## src/shared/slcr_map.svh

```systemverilog
/*
 * Register map of the second loop configuration bank: offsets, field
 * positions, reset values and timing counts.
 * Assumes inclusion by bare name from any file that needs the map.
 */
`ifndef SLCR_MAP_SVH
`define SLCR_MAP_SVH

// ----------------------------------------------------------------------
// Register offsets (byte address = 4 * index)
// ----------------------------------------------------------------------
`define SLCR_IDX_RSVD_A      8'h31
`define SLCR_IDX_DOUBLER     8'h32
`define SLCR_IDX_REF_LO      8'h33
`define SLCR_IDX_REF_HI      8'h34
`define SLCR_IDX_FB_LO       8'h35
`define SLCR_IDX_FB_HI       8'h36
`define SLCR_IDX_PUMP        8'h37
`define SLCR_IDX_DETECT      8'h38
`define SLCR_IDX_OSC_PATH    8'h39
`define SLCR_IDX_DRV0        8'h3A
`define SLCR_IDX_DRV1        8'h3B
`define SLCR_IDX_RSVD_B      8'h3C
`define SLCR_IDX_FIRST       8'h31
`define SLCR_NUM_REGS        12

// ----------------------------------------------------------------------
// Field positions
// ----------------------------------------------------------------------
`define SLCR_DBL_BYPASS_BIT  0
`define SLCR_REF_HI_MSB      3
`define SLCR_PUMP_MSB        3
`define SLCR_DET_UP_EN_BIT   4
`define SLCR_DET_DN_EN_BIT   3
`define SLCR_DET_FUP_BIT     2
`define SLCR_DET_FDN_BIT     1
`define SLCR_DET_POL_BIT     0
`define SLCR_PATH_DIV_MSB    2
`define SLCR_PATH_DIV_LSB    1
`define SLCR_PATH_EN_BIT     0
`define SLCR_DRV_STD_MSB     5
`define SLCR_DRV_STD_LSB     4
`define SLCR_DRV_TERM_MSB    2
`define SLCR_DRV_TERM_LSB    1
`define SLCR_DRV_EN_BIT      0

// ----------------------------------------------------------------------
// Reset values and masks of writable bits
// ----------------------------------------------------------------------
`define SLCR_RESET_VALUE     8'h00
`define SLCR_MASK_FULL       8'hFF
`define SLCR_MASK_DOUBLER    8'h01
`define SLCR_MASK_NIBBLE     8'h0F
`define SLCR_MASK_DETECT     8'h1F
`define SLCR_MASK_OSC_PATH   8'h07
`define SLCR_MASK_DRV        8'h37
`define SLCR_MASK_RSVD       8'h00
`define SLCR_RDATA_UNMAPPED  32'h00000000

// ----------------------------------------------------------------------
// Timing: read data are ready one cycle after a request is taken
// ----------------------------------------------------------------------
`define SLCR_READ_LATENCY    1

`endif

```

## src/shared/slcr_pkg.sv

```systemverilog
/*
 * Types of the second loop configuration bank.
 * Assumes slcr_map.svh for numeric constants.
 */
package slcr_pkg;

    // ------------------------------------------------------------------
    // Output divide ratio, driver standards and driver terminations
    // ------------------------------------------------------------------
    typedef enum logic [1:0] {
        SLCR_DIV_1 = 2'b00,
        SLCR_DIV_2 = 2'b01,
        SLCR_DIV_4 = 2'b10,
        SLCR_DIV_8 = 2'b11
    } slcr_div_e;

    typedef enum logic [1:0] {
        SLCR_STD_CML    = 2'b00,
        SLCR_STD_LVPECL = 2'b01,
        SLCR_STD_LVDS   = 2'b10,
        SLCR_STD_CMOS   = 2'b11
    } slcr_std_e;

    typedef enum logic [1:0] {
        SLCR_TERM_OFF  = 2'b00,
        SLCR_TERM_100  = 2'b01,
        SLCR_TERM_RSVD = 2'b10,
        SLCR_TERM_50   = 2'b11
    } slcr_term_e;

    // ------------------------------------------------------------------
    // Bus slave states
    // ------------------------------------------------------------------
    typedef enum logic [1:0] {
        SLCR_ST_IDLE = 2'b00,
        SLCR_ST_ACK  = 2'b01
    } slcr_state_e;

    typedef logic [7:0] slcr_byte_t;

endpackage : slcr_pkg

```

## src/shared/slcr_mem_if.sv

```systemverilog
/*
 * Access port between the bus slave and the register storage.
 * Assumes one clock shared by both ends.
 */
`timescale 1ns/1ns
interface slcr_mem_if;
    logic       we;
    logic [3:0] idx;
    logic [7:0] wdata;
    logic [7:0] rdata;
    logic [7:0] mask;

    modport ctrl (output we, output idx, output wdata, input rdata, input mask);
    modport mem  (input we, input idx, input wdata, output rdata, output mask);
endinterface : slcr_mem_if

```

## src/slcr_top.sv

```systemverilog
/*
 * Second loop configuration bank: Avalon-MM slave with waitrequest,
 * register storage and decoded loop control outputs.
 * Assumes one 25 MHz clock, synchronous active-high reset, and a master
 * that holds its request until waitrequest is sampled low.
 */
// The implementer's own choice: the Avalon-MM interface to the registers.
`timescale 1ns/1ns
`include "slcr_map.svh"
// Operation
// Doubler bit 0: 0 enables, 1 bypasses
// Reference setpoint: low byte plus nibble
// Reference divide 1..4095, zero acts one
// Feedback setpoint sixteen bits, two bytes
// Pump current four bits, sixteen steps
// Detector up, down enables and polarity
// Force bits drive pump up or down
// Software never sets both force bits
// Path bits select divide 1,2,4,8
// Path bit 0 enables divider path
// Driver standard bits and driver enable
// Driver CML termination selection bits
// Software writes zeros to reserved bits
module slcr_top (
    // Clock and reset
    input  wire logic                     i_ref_clk,
    input  wire logic                     i_sys_rst,
    // Avalon-MM slave
    input  wire logic [7:0]               i_avs_address,
    input  wire logic                     i_avs_read,
    input  wire logic                     i_avs_write,
    input  wire logic [31:0]              i_avs_writedata,
    input  wire logic [3:0]               i_avs_byteenable,
    output logic [31:0]                   o_avs_readdata,
    output logic                          o_avs_waitrequest,
    // Reference path
    output logic                          o_doubler_bypass,
    output logic [11:0]                   o_loop2_ref_divider,
    output logic [15:0]                   o_loop2_feedback_divider,
    // Pump and detector
    output logic [3:0]                    o_pump_current_setting,
    output logic                          o_detector_up_enable,
    output logic                          o_detector_down_enable,
    output logic                          o_pump_force_up,
    output logic                          o_pump_force_down,
    output logic                          o_detector_polarity,
    // Oscillator output path
    output logic                          o_osc_path_enable,
    output slcr_pkg::slcr_div_e           o_osc_out_divide_ratio,
    output logic [3:0]                    o_osc_div_factor,
    // Oscillator drivers
    output slcr_pkg::slcr_std_e           o_osc_driver_standard_0,
    output slcr_pkg::slcr_term_e          o_osc_driver_term_0,
    output logic                          o_osc_driver_enable_0,
    output slcr_pkg::slcr_std_e           o_osc_driver_standard_1,
    output slcr_pkg::slcr_term_e          o_osc_driver_term_1,
    output logic                          o_osc_driver_enable_1
);
    import slcr_pkg::*;

    // ------------------------------------------------------------------
    // Address decode
    // ------------------------------------------------------------------
    slcr_state_e   state_q;
    slcr_state_e   state_d;
    logic          wait_q;
    logic [3:0]    idx_w;
    logic          in_range_w;
    logic          req_w;
    logic          take_w;
    logic          lane0_w;
    logic [`SLCR_NUM_REGS*8-1:0] regs_w;

    slcr_mem_if mp ();

    // Byte address is four times the register index
    assign in_range_w = (i_avs_address[7:2] >= 6'(`SLCR_IDX_FIRST))
                     && (i_avs_address[7:2] <  6'(`SLCR_IDX_FIRST + `SLCR_NUM_REGS))
                     && (i_avs_address[1:0] == 2'h0);
    assign idx_w      = in_range_w ? 4'(i_avs_address[7:2] - `SLCR_IDX_FIRST) : 4'hF;
    assign req_w      = i_avs_read || i_avs_write;
    assign take_w     = req_w && state_q == SLCR_ST_IDLE;
    assign lane0_w    = i_avs_byteenable[0];

    assign mp.idx     = idx_w;
    assign mp.wdata   = i_avs_writedata[7:0];
    // Write lands at the edge where the master sees waitrequest low
    assign mp.we      = i_avs_write && state_q == SLCR_ST_ACK && in_range_w && lane0_w;

    slcr_regfile u_regfile (
        .i_ref_clk (i_ref_clk),
        .i_sys_rst (i_sys_rst),
        .mp        (mp),
        .o_regs    (regs_w)
    );

    // ------------------------------------------------------------------
    // Bus handshake: IDLE sees a request, ACK drops waitrequest for one cycle
    // ------------------------------------------------------------------
    always_comb begin
        state_d = state_q;
        case (state_q)
            SLCR_ST_IDLE: if (take_w) state_d = SLCR_ST_ACK;
            SLCR_ST_ACK:  state_d = SLCR_ST_IDLE;
            default:      state_d = SLCR_ST_IDLE;
        endcase
    end

    always_ff @(posedge i_ref_clk) begin
        if (i_sys_rst) begin
            state_q <= SLCR_ST_IDLE;
            wait_q  <= 1'b1;
        end else begin
            state_q <= state_d;
            wait_q  <= (state_d != SLCR_ST_ACK);
        end
    end

    // Both bus outputs come from flip-flops; the store reads zero when unmapped
    assign o_avs_waitrequest = wait_q;
    assign o_avs_readdata    = {24'h000000, mp.rdata};

    // ------------------------------------------------------------------
    // Decoded controls, each from a flip-flop
    // ------------------------------------------------------------------
    function automatic slcr_byte_t reg_at(input logic [`SLCR_NUM_REGS*8-1:0] v,
                                          input logic [7:0] off);
        return v[(off - `SLCR_IDX_FIRST)*8 +: 8];
    endfunction : reg_at

    slcr_byte_t r_dbl_w, r_rlo_w, r_rhi_w, r_flo_w, r_fhi_w;
    slcr_byte_t r_pump_w, r_det_w, r_path_w, r_drv0_w, r_drv1_w;
    logic [11:0] ref_raw_w;
    logic [3:0]  div_factor_w;

    assign r_dbl_w  = reg_at(regs_w, `SLCR_IDX_DOUBLER);
    assign r_rlo_w  = reg_at(regs_w, `SLCR_IDX_REF_LO);
    assign r_rhi_w  = reg_at(regs_w, `SLCR_IDX_REF_HI);
    assign r_flo_w  = reg_at(regs_w, `SLCR_IDX_FB_LO);
    assign r_fhi_w  = reg_at(regs_w, `SLCR_IDX_FB_HI);
    assign r_pump_w = reg_at(regs_w, `SLCR_IDX_PUMP);
    assign r_det_w  = reg_at(regs_w, `SLCR_IDX_DETECT);
    assign r_path_w = reg_at(regs_w, `SLCR_IDX_OSC_PATH);
    assign r_drv0_w = reg_at(regs_w, `SLCR_IDX_DRV0);
    assign r_drv1_w = reg_at(regs_w, `SLCR_IDX_DRV1);

    assign ref_raw_w = {r_rhi_w[`SLCR_REF_HI_MSB:0], r_rlo_w};
    assign div_factor_w = 4'(4'h1 << r_path_w[`SLCR_PATH_DIV_MSB:`SLCR_PATH_DIV_LSB]);

    always_ff @(posedge i_ref_clk) begin
        if (i_sys_rst) begin
            o_doubler_bypass         <= 1'b0;
            o_loop2_ref_divider      <= 12'h001;
            o_loop2_feedback_divider <= 16'h0000;
            o_pump_current_setting   <= 4'h0;
            o_detector_up_enable     <= 1'b0;
            o_detector_down_enable   <= 1'b0;
            o_pump_force_up          <= 1'b0;
            o_pump_force_down        <= 1'b0;
            o_detector_polarity      <= 1'b0;
            o_osc_path_enable        <= 1'b0;
            o_osc_out_divide_ratio   <= SLCR_DIV_1;
            o_osc_div_factor         <= 4'h1;
            o_osc_driver_standard_0  <= SLCR_STD_CML;
            o_osc_driver_term_0      <= SLCR_TERM_OFF;
            o_osc_driver_enable_0    <= 1'b0;
            o_osc_driver_standard_1  <= SLCR_STD_CML;
            o_osc_driver_term_1      <= SLCR_TERM_OFF;
            o_osc_driver_enable_1    <= 1'b0;
        end else begin
            o_doubler_bypass         <= r_dbl_w[`SLCR_DBL_BYPASS_BIT];
            o_loop2_ref_divider      <= (ref_raw_w == 12'h000) ? 12'h001 : ref_raw_w;
            o_loop2_feedback_divider <= {r_fhi_w, r_flo_w};
            o_pump_current_setting   <= r_pump_w[`SLCR_PUMP_MSB:0];
            o_detector_up_enable     <= r_det_w[`SLCR_DET_UP_EN_BIT];
            o_detector_down_enable   <= r_det_w[`SLCR_DET_DN_EN_BIT];
            o_detector_polarity      <= r_det_w[`SLCR_DET_POL_BIT];
            o_pump_force_up          <= r_det_w[`SLCR_DET_FUP_BIT];
            o_pump_force_down        <= r_det_w[`SLCR_DET_FDN_BIT];
            o_osc_path_enable        <= r_path_w[`SLCR_PATH_EN_BIT];
            o_osc_out_divide_ratio   <= slcr_div_e'(r_path_w[2:1]);
            o_osc_div_factor         <= div_factor_w;
            o_osc_driver_standard_0  <= slcr_std_e'(r_drv0_w[5:4]);
            o_osc_driver_enable_0    <= r_drv0_w[`SLCR_DRV_EN_BIT];
            o_osc_driver_term_0      <= slcr_term_e'(r_drv0_w[2:1]);
            o_osc_driver_standard_1  <= slcr_std_e'(r_drv1_w[5:4]);
            o_osc_driver_enable_1    <= r_drv1_w[`SLCR_DRV_EN_BIT];
            o_osc_driver_term_1      <= slcr_term_e'(r_drv1_w[2:1]);
        end
    end

    // ------------------------------------------------------------------
    // Checks
    // ------------------------------------------------------------------
    property p_doubler;
        @(posedge i_ref_clk) disable iff (i_sys_rst)
        1 |=> o_doubler_bypass == $past(r_dbl_w[0]);
    endproperty
    a_doubler: assert property (p_doubler) else $error("doubler bypass mismatch");

    property p_ref_join;
        @(posedge i_ref_clk) disable iff (i_sys_rst)
        (ref_raw_w != 12'h000) |=> o_loop2_ref_divider == {$past(r_rhi_w[3:0]), $past(r_rlo_w)};
    endproperty
    a_ref_join: assert property (p_ref_join) else $error("reference setpoint mismatch");

    property p_ref_zero;
        @(posedge i_ref_clk) disable iff (i_sys_rst)
        (ref_raw_w == 12'h000) |=> o_loop2_ref_divider == 12'h001;
    endproperty
    a_ref_zero: assert property (p_ref_zero) else $error("zero setpoint not one");

    property p_fb;
        @(posedge i_ref_clk) disable iff (i_sys_rst)
        1 |=> o_loop2_feedback_divider == {$past(r_fhi_w), $past(r_flo_w)};
    endproperty
    a_fb: assert property (p_fb) else $error("feedback setpoint mismatch");

    property p_pump;
        @(posedge i_ref_clk) disable iff (i_sys_rst)
        (mp.we && idx_w == 4'h6) |=> ##1 o_pump_current_setting == $past(mp.wdata[3:0], 2);
    endproperty
    a_pump: assert property (p_pump) else $error("pump current not updated");

    property p_det;
        @(posedge i_ref_clk) disable iff (i_sys_rst)
        (mp.we && idx_w == 4'h7) |=> ##1
            {o_detector_up_enable, o_detector_down_enable, o_pump_force_up,
             o_pump_force_down, o_detector_polarity} == $past(mp.wdata[4:0], 2);
    endproperty
    a_det: assert property (p_det) else $error("detector controls not updated");

    property p_div;
        @(posedge i_ref_clk) disable iff (i_sys_rst)
        1 |-> o_osc_div_factor == 4'(4'h1 << o_osc_out_divide_ratio);
    endproperty
    a_div: assert property (p_div) else $error("divide factor mismatch");

    property p_drv;
        @(posedge i_ref_clk) disable iff (i_sys_rst)
        (mp.we && idx_w == 4'h9) |=> ##1
            {o_osc_driver_standard_0, o_osc_driver_term_0, o_osc_driver_enable_0}
            == {$past(mp.wdata[5:4], 2), $past(mp.wdata[2:0], 2)};
    endproperty
    a_drv: assert property (p_drv) else $error("driver 0 controls not updated");

    property p_ack;
        @(posedge i_ref_clk) disable iff (i_sys_rst)
        (take_w) |=> !o_avs_waitrequest ##1 o_avs_waitrequest;
    endproperty
    a_ack: assert property (p_ack) else $error("waitrequest not one cycle low");

    property p_wait_idle;
        @(posedge i_ref_clk) disable iff (i_sys_rst)
        (o_avs_waitrequest && !take_w) |=> o_avs_waitrequest;
    endproperty
    a_wait_idle: assert property (p_wait_idle) else $error("waitrequest fell unasked");

    property p_rd_unmapped;
        @(posedge i_ref_clk) disable iff (i_sys_rst)
        (take_w && i_avs_read && !in_range_w) |=> o_avs_readdata == `SLCR_RDATA_UNMAPPED;
    endproperty
    a_rd_unmapped: assert property (p_rd_unmapped) else $error("unmapped read not zero");

    property p_rd_rsvd;
        @(posedge i_ref_clk) disable iff (i_sys_rst)
        (take_w && i_avs_read && (idx_w == 4'h0 || idx_w == 4'hB)) |=> o_avs_readdata == 32'h0;
    endproperty
    a_rd_rsvd: assert property (p_rd_rsvd) else $error("reserved register read not zero");

    property p_path;
        @(posedge i_ref_clk) disable iff (i_sys_rst)
        1 |=> o_osc_path_enable == $past(r_path_w[0]);
    endproperty
    a_path: assert property (p_path) else $error("path enable mismatch");

    property p_ratio;
        @(posedge i_ref_clk) disable iff (i_sys_rst)
        1 |=> o_osc_out_divide_ratio == $past(r_path_w[2:1]);
    endproperty
    a_ratio: assert property (p_ratio) else $error("divide ratio mismatch");

    property p_force;
        @(posedge i_ref_clk) disable iff (i_sys_rst)
        1 |=> {o_pump_force_up, o_pump_force_down} == $past(r_det_w[2:1]);
    endproperty
    a_force: assert property (p_force) else $error("force bits mismatch");

    property p_term;
        @(posedge i_ref_clk) disable iff (i_sys_rst)
        1 |=> o_osc_driver_term_0 == $past(r_drv0_w[2:1]);
    endproperty
    a_term: assert property (p_term) else $error("driver 0 termination mismatch");

    property p_fb_hi;
        @(posedge i_ref_clk) disable iff (i_sys_rst)
        (mp.we && idx_w == 4'h5) |=> ##1 o_loop2_feedback_divider[15:8] == $past(mp.wdata, 2);
    endproperty
    a_fb_hi: assert property (p_fb_hi) else $error("feedback high byte not updated");

    property p_drv1;
        @(posedge i_ref_clk) disable iff (i_sys_rst)
        (mp.we && idx_w == 4'hA) |=> ##1
            {o_osc_driver_standard_1, o_osc_driver_term_1, o_osc_driver_enable_1}
            == {$past(mp.wdata[5:4], 2), $past(mp.wdata[2:0], 2)};
    endproperty
    a_drv1: assert property (p_drv1) else $error("driver 1 controls not updated");

endmodule : slcr_top

```

## src/slcr_regfile.sv

```systemverilog
/*
 * Storage of the twelve 8-bit configuration registers, registered read
 * data, and write masks that keep reserved bits at zero.
 * Assumes a synchronous active-high reset and one clock.
 */
`timescale 1ns/1ns
`include "slcr_map.svh"
module slcr_regfile (
    // Clock and reset
    input  wire logic                  i_ref_clk,
    input  wire logic                  i_sys_rst,
    // Access port
    slcr_mem_if.mem                    mp,
    // Flat view of every register
    output logic [`SLCR_NUM_REGS*8-1:0] o_regs
);
    import slcr_pkg::*;

    // ------------------------------------------------------------------
    // Writable-bit mask per register index
    // ------------------------------------------------------------------
    function automatic slcr_byte_t mask_of(input logic [3:0] idx);
        slcr_byte_t m;
        m = `SLCR_MASK_RSVD;
        if (idx == 4'h1) m = `SLCR_MASK_DOUBLER;
        else if (idx == 4'h2 || idx == 4'h4 || idx == 4'h5) m = `SLCR_MASK_FULL;
        else if (idx == 4'h3 || idx == 4'h6) m = `SLCR_MASK_NIBBLE;
        else if (idx == 4'h7) m = `SLCR_MASK_DETECT;
        else if (idx == 4'h8) m = `SLCR_MASK_OSC_PATH;
        else if (idx == 4'h9 || idx == 4'hA) m = `SLCR_MASK_DRV;
        return m;
    endfunction : mask_of

    slcr_byte_t mem_q [`SLCR_NUM_REGS];
    slcr_byte_t rdata_q;

    assign mp.mask  = mask_of(mp.idx);
    assign mp.rdata = rdata_q;

    genvar g;
    generate
        for (g = 0; g < `SLCR_NUM_REGS; g++) begin : g_reg
            always_ff @(posedge i_ref_clk) begin
                if (i_sys_rst) begin
                    mem_q[g] <= `SLCR_RESET_VALUE;
                end else if (mp.we && mp.idx == 4'(g)) begin
                    mem_q[g] <= mp.wdata & mp.mask;
                end
            end
            assign o_regs[g*8 +: 8] = mem_q[g];
        end
    endgenerate

    always_ff @(posedge i_ref_clk) begin
        if (i_sys_rst) begin
            rdata_q <= `SLCR_RESET_VALUE;
        end else if (mp.idx < 4'(`SLCR_NUM_REGS)) begin
            rdata_q <= mem_q[mp.idx];
        end else begin
            rdata_q <= `SLCR_RESET_VALUE;
        end
    end

endmodule : slcr_regfile

```

## config.mk

```make
export PLATFORM = sky130hd
export DESIGN_NAME = slcr_top
export DESIGN_NICKNAME = d
export VERILOG_FILES = /design/src/shared/slcr_pkg.sv /design/src/shared/slcr_mem_if.sv /design/src/slcr_top.sv /design/src/slcr_regfile.sv
export VERILOG_INCLUDE_DIRS = /design/src /design/src/shared
export SDC_FILE = /design/constraint.sdc
export NUM_CORES = 1
export LEC_CHECK = 0
export ABC_AREA = 0
export BUFFER_PORTS_ARGS = -buffer_cell sky130_fd_sc_hd__buf_4
export CORE_ASPECT_RATIO = 0.6
export CORE_UTILIZATION = 58
export CTS_BUF_LIST = sky130_fd_sc_hd__clkbuf_4 sky130_fd_sc_hd__clkbuf_8 sky130_fd_sc_hd__clkbuf_16
export DETAILED_ROUTE_END_ITERATION = 10
export PLACE_DENSITY = 0.91
export RECOVER_POWER = 50
export SETUP_SLACK_MARGIN = 0.3
export SLEW_MARGIN = 25
export SYNTH_ARGS = -nofsm -noshare
export SYNTH_HDL_FRONTEND = slang
export SYNTH_SLANG_ARGS = --single-unit
export TNS_END_PERCENT = 5
```

## constraint.sdc

```tcl
create_clock -name i_ref_clk -period 5.5 [get_ports i_ref_clk]
set_input_delay 0.275 -clock i_ref_clk [delete_from_list [all_inputs] [get_ports i_ref_clk]]
set_output_delay 0.275 -clock i_ref_clk [all_outputs]
set_load 0.01 [all_outputs]
```

==> flow_summary_export.csv, run 1 <==
group,metric,value,unit
sta,slew_headroom,-101.1,%
setup_path,crit_fanout,74,
global_route,grt_overflow,0,
setup_path,reg2regPathDepth,4,
floorplanning,initial_utilization,60.20,%
final_layout,diodes,0,
sta,slew_viol_final,75,
sta,max_freq,271.0,MHz
synth,seq_area_frac_synth,65.69,%
clocking,cts_tree,"built",
clocking,clk_pin_slew,0.06,ns
floorplanning,dieArea,0.01147,mm2
pwr,pwr_density_cell,363.4,mW/mm2
synth,postSynthAreaPerCell,12.40,um2
placed_design,place.gp.congestion,0.9610,
detailed_routing,drt_wl_total,14.67,mm
setup_path,start_kind,"input pin",
clocking,cts_root_buffer,"clkbuf_16",
synth,synth-edff-count,96,
floorplanning,die_h,83.37,um
detailed_routing,first_pass_iters,6,
setup_path,cp-end-kind,"flip-flop",
detailed_routing,wl_per_cell,18.52,um
detailed_routing,vias_per_cell,5.609,
clocking,h-tree-depth,4,
synth,yosys_most_used_dff,"edfxtp_1",
floorplanning,pin_count,136,
worst_hold_path,whs_path_depth,3,
job,maxCapViolations,1,
outcome,status,"complete, but fails checks",
floorplanning,core_area,0.01063,mm2
detailed_routing,drcViolationCount,0,
synth,synth_top_family_by_area,"simple AND/OR/NAND/NOR gates",
synth,synth-simple-area-share,16.56,%
synth,synth-seq-cells,162,
sta,layout_setup_ws,1.810,ns
worst_hold_path,whs_endpoint,"state_q[0]",
clocking,numCtsBuffers,17,
pwr,ir_drop,0.0002375,V
synth,muxShareOfSynthArea,3.793,%
synth,synth-adder-area-share,0.3910,%
floorplanning,rows,29,
detailed_routing,vias,4442,
clocking,post_cts_buffers,0,
setup_path,worstPathRequired,5.65,ns
clocking,hold_buffers,0,
synth,syn_area,0.006400,mm2
placed_design,dp_slack,1.735,ns
worst_hold_path,min_path_type,"in -> reg",
setup_path,reg2reg_slack,2.95,ns
outcome,violations,"max-capacitance violations, max-slew violations",
placed_design,io_buffers,84,
sta,timing.clock.skew,0.006521,ns
detailed_routing,drtIter0Drc,634,
setup_path,path_class,"in -> reg",
pwr,leakagePower,2.807,nW
setup_path,crit_start,"i_sys_rst",
final_layout,drive_gt1_share,11.03,%
sta,setup_violations,0,
global_route,gr-usage-all-layers,26.87,%
synth,async_reset_ff_share,0,%
sta,fin_crit,3.690,ns
global_route,grt_pass1_wl,21.96,mm
detailed_routing,final_antenna_net_count,0,
synth,synth.distinct_cells,58,
worst_hold_path,min_from,"i_avs_read",
sta,finalCritPeriodShare,67.09,%
synth,synth-xor-area-share,0.5279,%
sta,fin_setup_tns,0,ns
setup_path,cp_data_arrival_time,3.84,ns
synth,yosysWarnings,0,
global_route,antenna_found_initial,0,
final_layout,layout.nets,690,
clocking,clock_path_buffers,2,
clocking,clkSinkCount,162,
sta,finalHoldViolCount,0,
final_layout,layout_common_cells,"edfxtp_1 (96), nor2_1 (84), conb_1 (70)",
final_layout,layout_commonest_cell,"edfxtp_1",
setup_path,reg2reg_to,"u_regfile.mem_q[4][4]",
global_route,first_global_vias,4156,
sta,rsz0062_at_grt,"no",
placed_design,hpwl,9.803,mm
synth,syn_inst,516,
setup_path,r2r-start,"state_q[1]",
final_layout,syn2layout_area_growth,17.54,%
clocking,cts_resized,0,
sta,worstMarginPinSlew,3.017,ns
synth,synth_compound_area_share,7.527,%
floorplanning,die_w,137.6,um
global_route,grt_max_degree,75,
clocking,clk_latency,0.43,ns
-- report_power, final --
part | internal (mW) | total (mW) | switching, mW
Combinational | 0.0574 | 0.182 | 0.124
Sequential | 1.34 | 1.36 | 0.0211
Clock | 0.681 | 1.19 | 0.507
Total | 2.08 | 2.73 | 0.652
-- metal layers --
metal | track usage (%) | vias up | part of all wire, %
met5 | 0 | - | 0
met4 | 8.092 | 0 | 2.1
met3 | 11.11 | 54 | 13
met2 | 39.52 | 278 | 46
met1 | 36.31 | 2111 | 39
li1 | - | 1999 | -
-- worst max path at each step --
| stage | to | slack, ns | cells past startpoint |
|---|---|---|---|
| 2_1_floorplan | u_regfile.mem_q[7][0] | 2.92 | 9 |
| 3_3_place_gp | u_regfile.mem_q[7][5] | 1.84 | 7 |
| 3_5_place_dp | u_regfile.mem_q[7][4] | 1.74 | 7 |
| 4_1_cts | u_regfile.mem_q[7][0] | 2.12 | 7 |
| 5_1_grt | u_regfile.mem_q[2][3] | 1.49 | 4 |
| 6_report | u_regfile.mem_q[2][0] | 1.81 | 4 |
-- Yosys cell counts, types with 2 or more instances --
| cell type | count | area share (%) |
|---|---|---|
| edfxtp_1 | 96 | 45 |
| nor2_1 | 84 | 4.9 |
| dfxtp_1 | 66 | 21 |
| nor2b_1 | 50 | 4.9 |
| buf_4 | 25 | 2.9 |
| mux2i_1 | 22 | 3.4 |
| nand3_1 | 18 | 1.4 |
| a21oi_1 | 15 | 1.2 |
| clkbuf_1 | 15 | 0.88 |
| o221ai_1 | 14 | 1.9 |
| o21bai_1 | 12 | 1.4 |
| inv_1 | 10 | 0.59 |
| nand2_1 | 7 | 0.41 |
| o21ai_1 | 7 | 0.55 |
| buf_2 | 6 | 0.47 |
| nor3_1 | 5 | 0.39 |
| nor4_1 | 5 | 0.49 |
| a221oi_1 | 4 | 0.55 |
| buf_1 | 3 | 0.18 |
| nand2b_1 | 3 | 0.29 |
| o21ai_0 | 3 | 0.23 |
| a221oi_2 | 2 | 0.47 |
| a31oi_1 | 2 | 0.20 |
| buf_6 | 2 | 0.35 |
| ha_1 | 2 | 0.39 |
| mux2_2 | 2 | 0.35 |
| nand3_2 | 2 | 0.31 |
| nand3b_1 | 2 | 0.23 |
| nand4_1 | 2 | 0.20 |
| nor4_2 | 2 | 0.39 |
-- logic make-up (layout without fill, tap and decap cells) --
group           count (synthesis)  after routing
other cells                     1             70
simple gates                  196            196
compound gates                 66             66
mux                            24             24
buf+inv                        62            130
xor+xnor                        3              3
flops                         162            162
fa+ha+maj                       2              2
-- stage by stage --
| stage | power, mW | instance area [um2] | util (%) | hold slack (ns) | cells |
|---|---|---|---|---|---|
| floorplan | 1.514 | 6659 | - | 0.4002 | 585 |
| global placement | 1.566 | 7181 | 67.54 | 0.4090 | 760 |
| detailed placement | 1.575 | 7181 | 67.54 | 0.4411 | 760 |
| CTS | 2.747 | 7777 | 73.16 | 0.1509 | 792 |
| global route | 2.809 | 7522 | 70.75 | 0.1656 | 792 |
| finish | 2.733 | 7522 | 70.75 | 0.1565 | 792 |
-- final cells by class --
cell class / instances / area [um2]
clock buffer: 17 / 425.4
clock inverter: 15 / 171.4
multi-input combinational: 361 / 2097
sequential: 162 / 4204
timing repair buffer: 87 / 409.1
fill: 750 / 3109
tap: 139 / 173.9
inverter: 11 / 41.29
-- flip-flops by register name, summed over array words and instances, names as in the netlist --
name                      count
o_osc_path_enable             1
o_loop2_ref_divider          12
o_detector_up_enable          1
o_osc_driver_term_0           2
o_osc_driver_standard_0       2
o_osc_driver_standard_1       2
o_osc_div_factor              4
o_avs_waitrequest             1
o_pump_force_up               1
o_osc_driver_term_1           2
o_loop2_feedback_divider     16
o_doubler_bypass              1
u_regfile.mp.rdata            8
o_pump_force_down             1
o_pump_current_setting        4
u_regfile.mem_q              96
o_detector_polarity           1
o_osc_driver_enable_1         1
o_osc_driver_enable_0         1
state_q                       2
o_detector_down_enable        1
o_osc_out_divide_ratio        2
-- critical path: stages --
cell and delay [ns]:
clkbuf_1 2.09, nor3_1 0.83, nand3_1 0.53, nor2_1 0.08
Power figures use the tool's default switching activity.
==> run 2, diff against run 1 <==
--- a/config.mk
+++ b/config.mk
@@ -9,10 +9,10 @@
 export ABC_AREA = 0
 export BUFFER_PORTS_ARGS = -buffer_cell sky130_fd_sc_hd__buf_4
 export CORE_ASPECT_RATIO = 0.6
-export CORE_UTILIZATION = 58
+export CORE_UTILIZATION = 54
 export CTS_BUF_LIST = sky130_fd_sc_hd__clkbuf_4 sky130_fd_sc_hd__clkbuf_8 sky130_fd_sc_hd__clkbuf_16
 export DETAILED_ROUTE_END_ITERATION = 10
-export PLACE_DENSITY = 0.91
+export PLACE_DENSITY = 0.86
 export RECOVER_POWER = 50
 export SETUP_SLACK_MARGIN = 0.3
 export SLEW_MARGIN = 25
==> constraint.sdc (replaced) <==
create_clock -name i_ref_clk -period 3.65 [get_ports i_ref_clk]
set_input_delay 0.1825 -clock i_ref_clk [delete_from_list [all_inputs] [get_ports i_ref_clk]]
set_output_delay 0.1825 -clock i_ref_clk [all_outputs]
set_load 0.01 [all_outputs]
==> run 2 against run 1 <==
  * Largest power group unchanged
  * Clock power is 45% higher
  * Critical path type unchanged
  * The run now ends clean
  * Critical endpoint is now u_regfile.mem_q[11][6]
  * Register-to-register slack worse by 2.0 ns
  * Global-route usage is 1.8 points lower
==> flow_summary_export.csv, run 2 (synthesis results as in run 1) <==
group,metric,value,unit
detailed_routing,drtIter0Drc,659,
placed_design,io_buffers,84,
pwr,pwr_density_cell,530.4,mW/mm2
clocking,h-tree-depth,4,
final_layout,regMostFlops,"u_regfile.mem_q",
floorplanning,initial_utilization,56.09,%
setup_path,cp_data_arrival_time,3.00,ns
global_route,grt_pass1_wl,22.34,mm
global_route,antenna_found_initial,0,
final_layout,layout_common_cells,"edfxtp_1 (96), nor2_1 (84), conb_1 (70)",
sta,slew_viol_final,0,
job,maxCapViolations,0,
sta,hold_ws,0.07296,ns
sta,finalCritPeriodShare,80.74,%
outcome,status,"finished clean",
sta,max_freq,339.3,MHz
clocking,hold_buffers,0,
setup_path,path_class,"in -> reg",
final_layout,largest_register_ffs,96,
floorplanning,dieArea,0.01231,mm2
final_layout,layout_commonest_cell,"edfxtp_1",
detailed_routing,vias,4465,
detailed_routing,final_antenna_net_count,0,
sta,rsz0062_at_grt,"no",
placed_design,place.gp.congestion,0.9049,
floorplanning,die_w,142.5,um
setup_path,crit_fanout,35,
sta,fin_setup_tns,0,ns
clocking,clock_path_buffers,2,
final_layout,syn2layout_area_growth,19.53,%
setup_path,worstPathRequired,3.70,ns
sta,fin_crit,2.947,ns
clocking,cts_root_buffer,"clkbuf_16",
floorplanning,core_area,0.01141,mm2
detailed_routing,drcViolationCount,0,
placed_design,dp_cells,798,
placed_design,hpwl,10.08,mm
pwr,leakagePower,2.878,nW
final_layout,layout.nets,707,
clocking,numCtsBuffers,17,
sta,slew_headroom,35.65,%
detailed_routing,drt_wl_total,14.53,mm
clocking,post_cts_buffers,0,
pwr,ir_drop,0.0003484,V
final_layout,diodes,0,
final_layout,fillers,864,
global_route,first_global_vias,4173,
floorplanning,rows,30,
detailed_routing,wl_per_cell,17.51,um
setup_path,start_kind,"input pin",
final_layout,multi_input_area,0.002088,mm2
clocking,cts_resized,0,
setup_path,cp-end-kind,"flip-flop",
floorplanning,pin_count,136,
clocking,clk_pin_slew,0.06,ns
detailed_routing,first_pass_iters,5,
global_route,gr-usage-all-layers,25.09,%
clocking,clk_latency,0.42,ns
sta,setup_violations,0,
sta,finalHoldViolCount,0,
final_layout,drive_gt1_share,12.84,%
sta,worstMarginPinSlew,0.9652,ns
global_route,grt_max_degree,75,
sta,timing.clock.skew,0.007177,ns
final_layout,layoutNonFillerInstCount,830,
final_layout,reg_top3,"u_regfile.mem_q x96, o_loop2_feedback_divider x16, o_loop2_ref_divider x12",
final_layout,design_area,0.007650,mm2
placed_design,dpl_cell_area,0.007347,mm2
floorplanning,die_h,86.33,um
global_route,grt_overflow,0,
final_layout,regArea,0.004204,mm2
detailed_routing,vias_per_cell,5.380,
worst_hold_path,min_path_type,"in -> reg",
clocking,clkSinkCount,162,
clocking,cts_tree,"built",
## run 2: cell count changes in the layout (fill, tap and decap cells not counted), moves of 2 or more
cell and delta:
buf_4 +13, clkbuf_1 +3, clkbuf_8 +2, clkinv_4 +2
inv_6 -2, inv_8 -2
## run 2: per-layer routing
layer  vias to the layer above  GRT usage [%]  part of all wire [%]
li1                       2033              -                     -
met1                      2092          34.44                    40
met2                       301          37.03                    45
met3                        39          7.790                    12
met4                         0          10.85                   2.5
met5                         -              0                     0
## run 2: worst paths after layout
kind | slack (ns) | to | from | cells after the start
setup / recovery | 0.70 | u_regfile.mem_q[11][6] | i_avs_address[2] | 8
hold / removal | 0.07 | state_q[0] | i_avs_read | 3
setup reg to reg | 0.97 | u_regfile.mem_q[11][6] | state_q[1] | 4
hold reg to reg | 0.43 | state_q[0] | state_q[1] | 1
## run 2: layout make-up
| cell class | count | share of cell area, % |
|---|---|---|
| inverter | 11 | 0.5397 |
| clock inverter | 13 | 1.636 |
| sequential | 162 | 54.96 |
| timing repair buffer | 104 | 7.033 |
| multi-input combinational | 361 | 27.30 |
| tap | 160 | 2.617 |
| clock buffer | 19 | 5.921 |
## run 2: power breakdown
| part | internal (mW) | switching, mW |
|---|---|---|
| Clock | 0.984 | 0.736 |
| Combinational | 0.0981 | 0.189 |
| Sequential | 2.02 | 0.0293 |
| Total | 3.10 | 0.954 |
## run 2: critical path: stages
cell and delay (ns):
clkbuf_1 0.10, buf_4 0.27, ha_1 0.26, or4b_4 0.54
nand3_1 0.15, clkbuf_1 0.74, nor2_2 0.11, o21bai_1 0.63
## run 2: metrics by stage
step	setup WS, ns	utilization, %	power, mW
global route	0.5714	67.04	4.186
floorplan	1.160	-	2.281
detailed placement	0.8304	64.39	2.391
CTS	1.249	69.45	4.094
global placement	0.9578	64.39	2.378
finish	0.7029	67.04	4.058
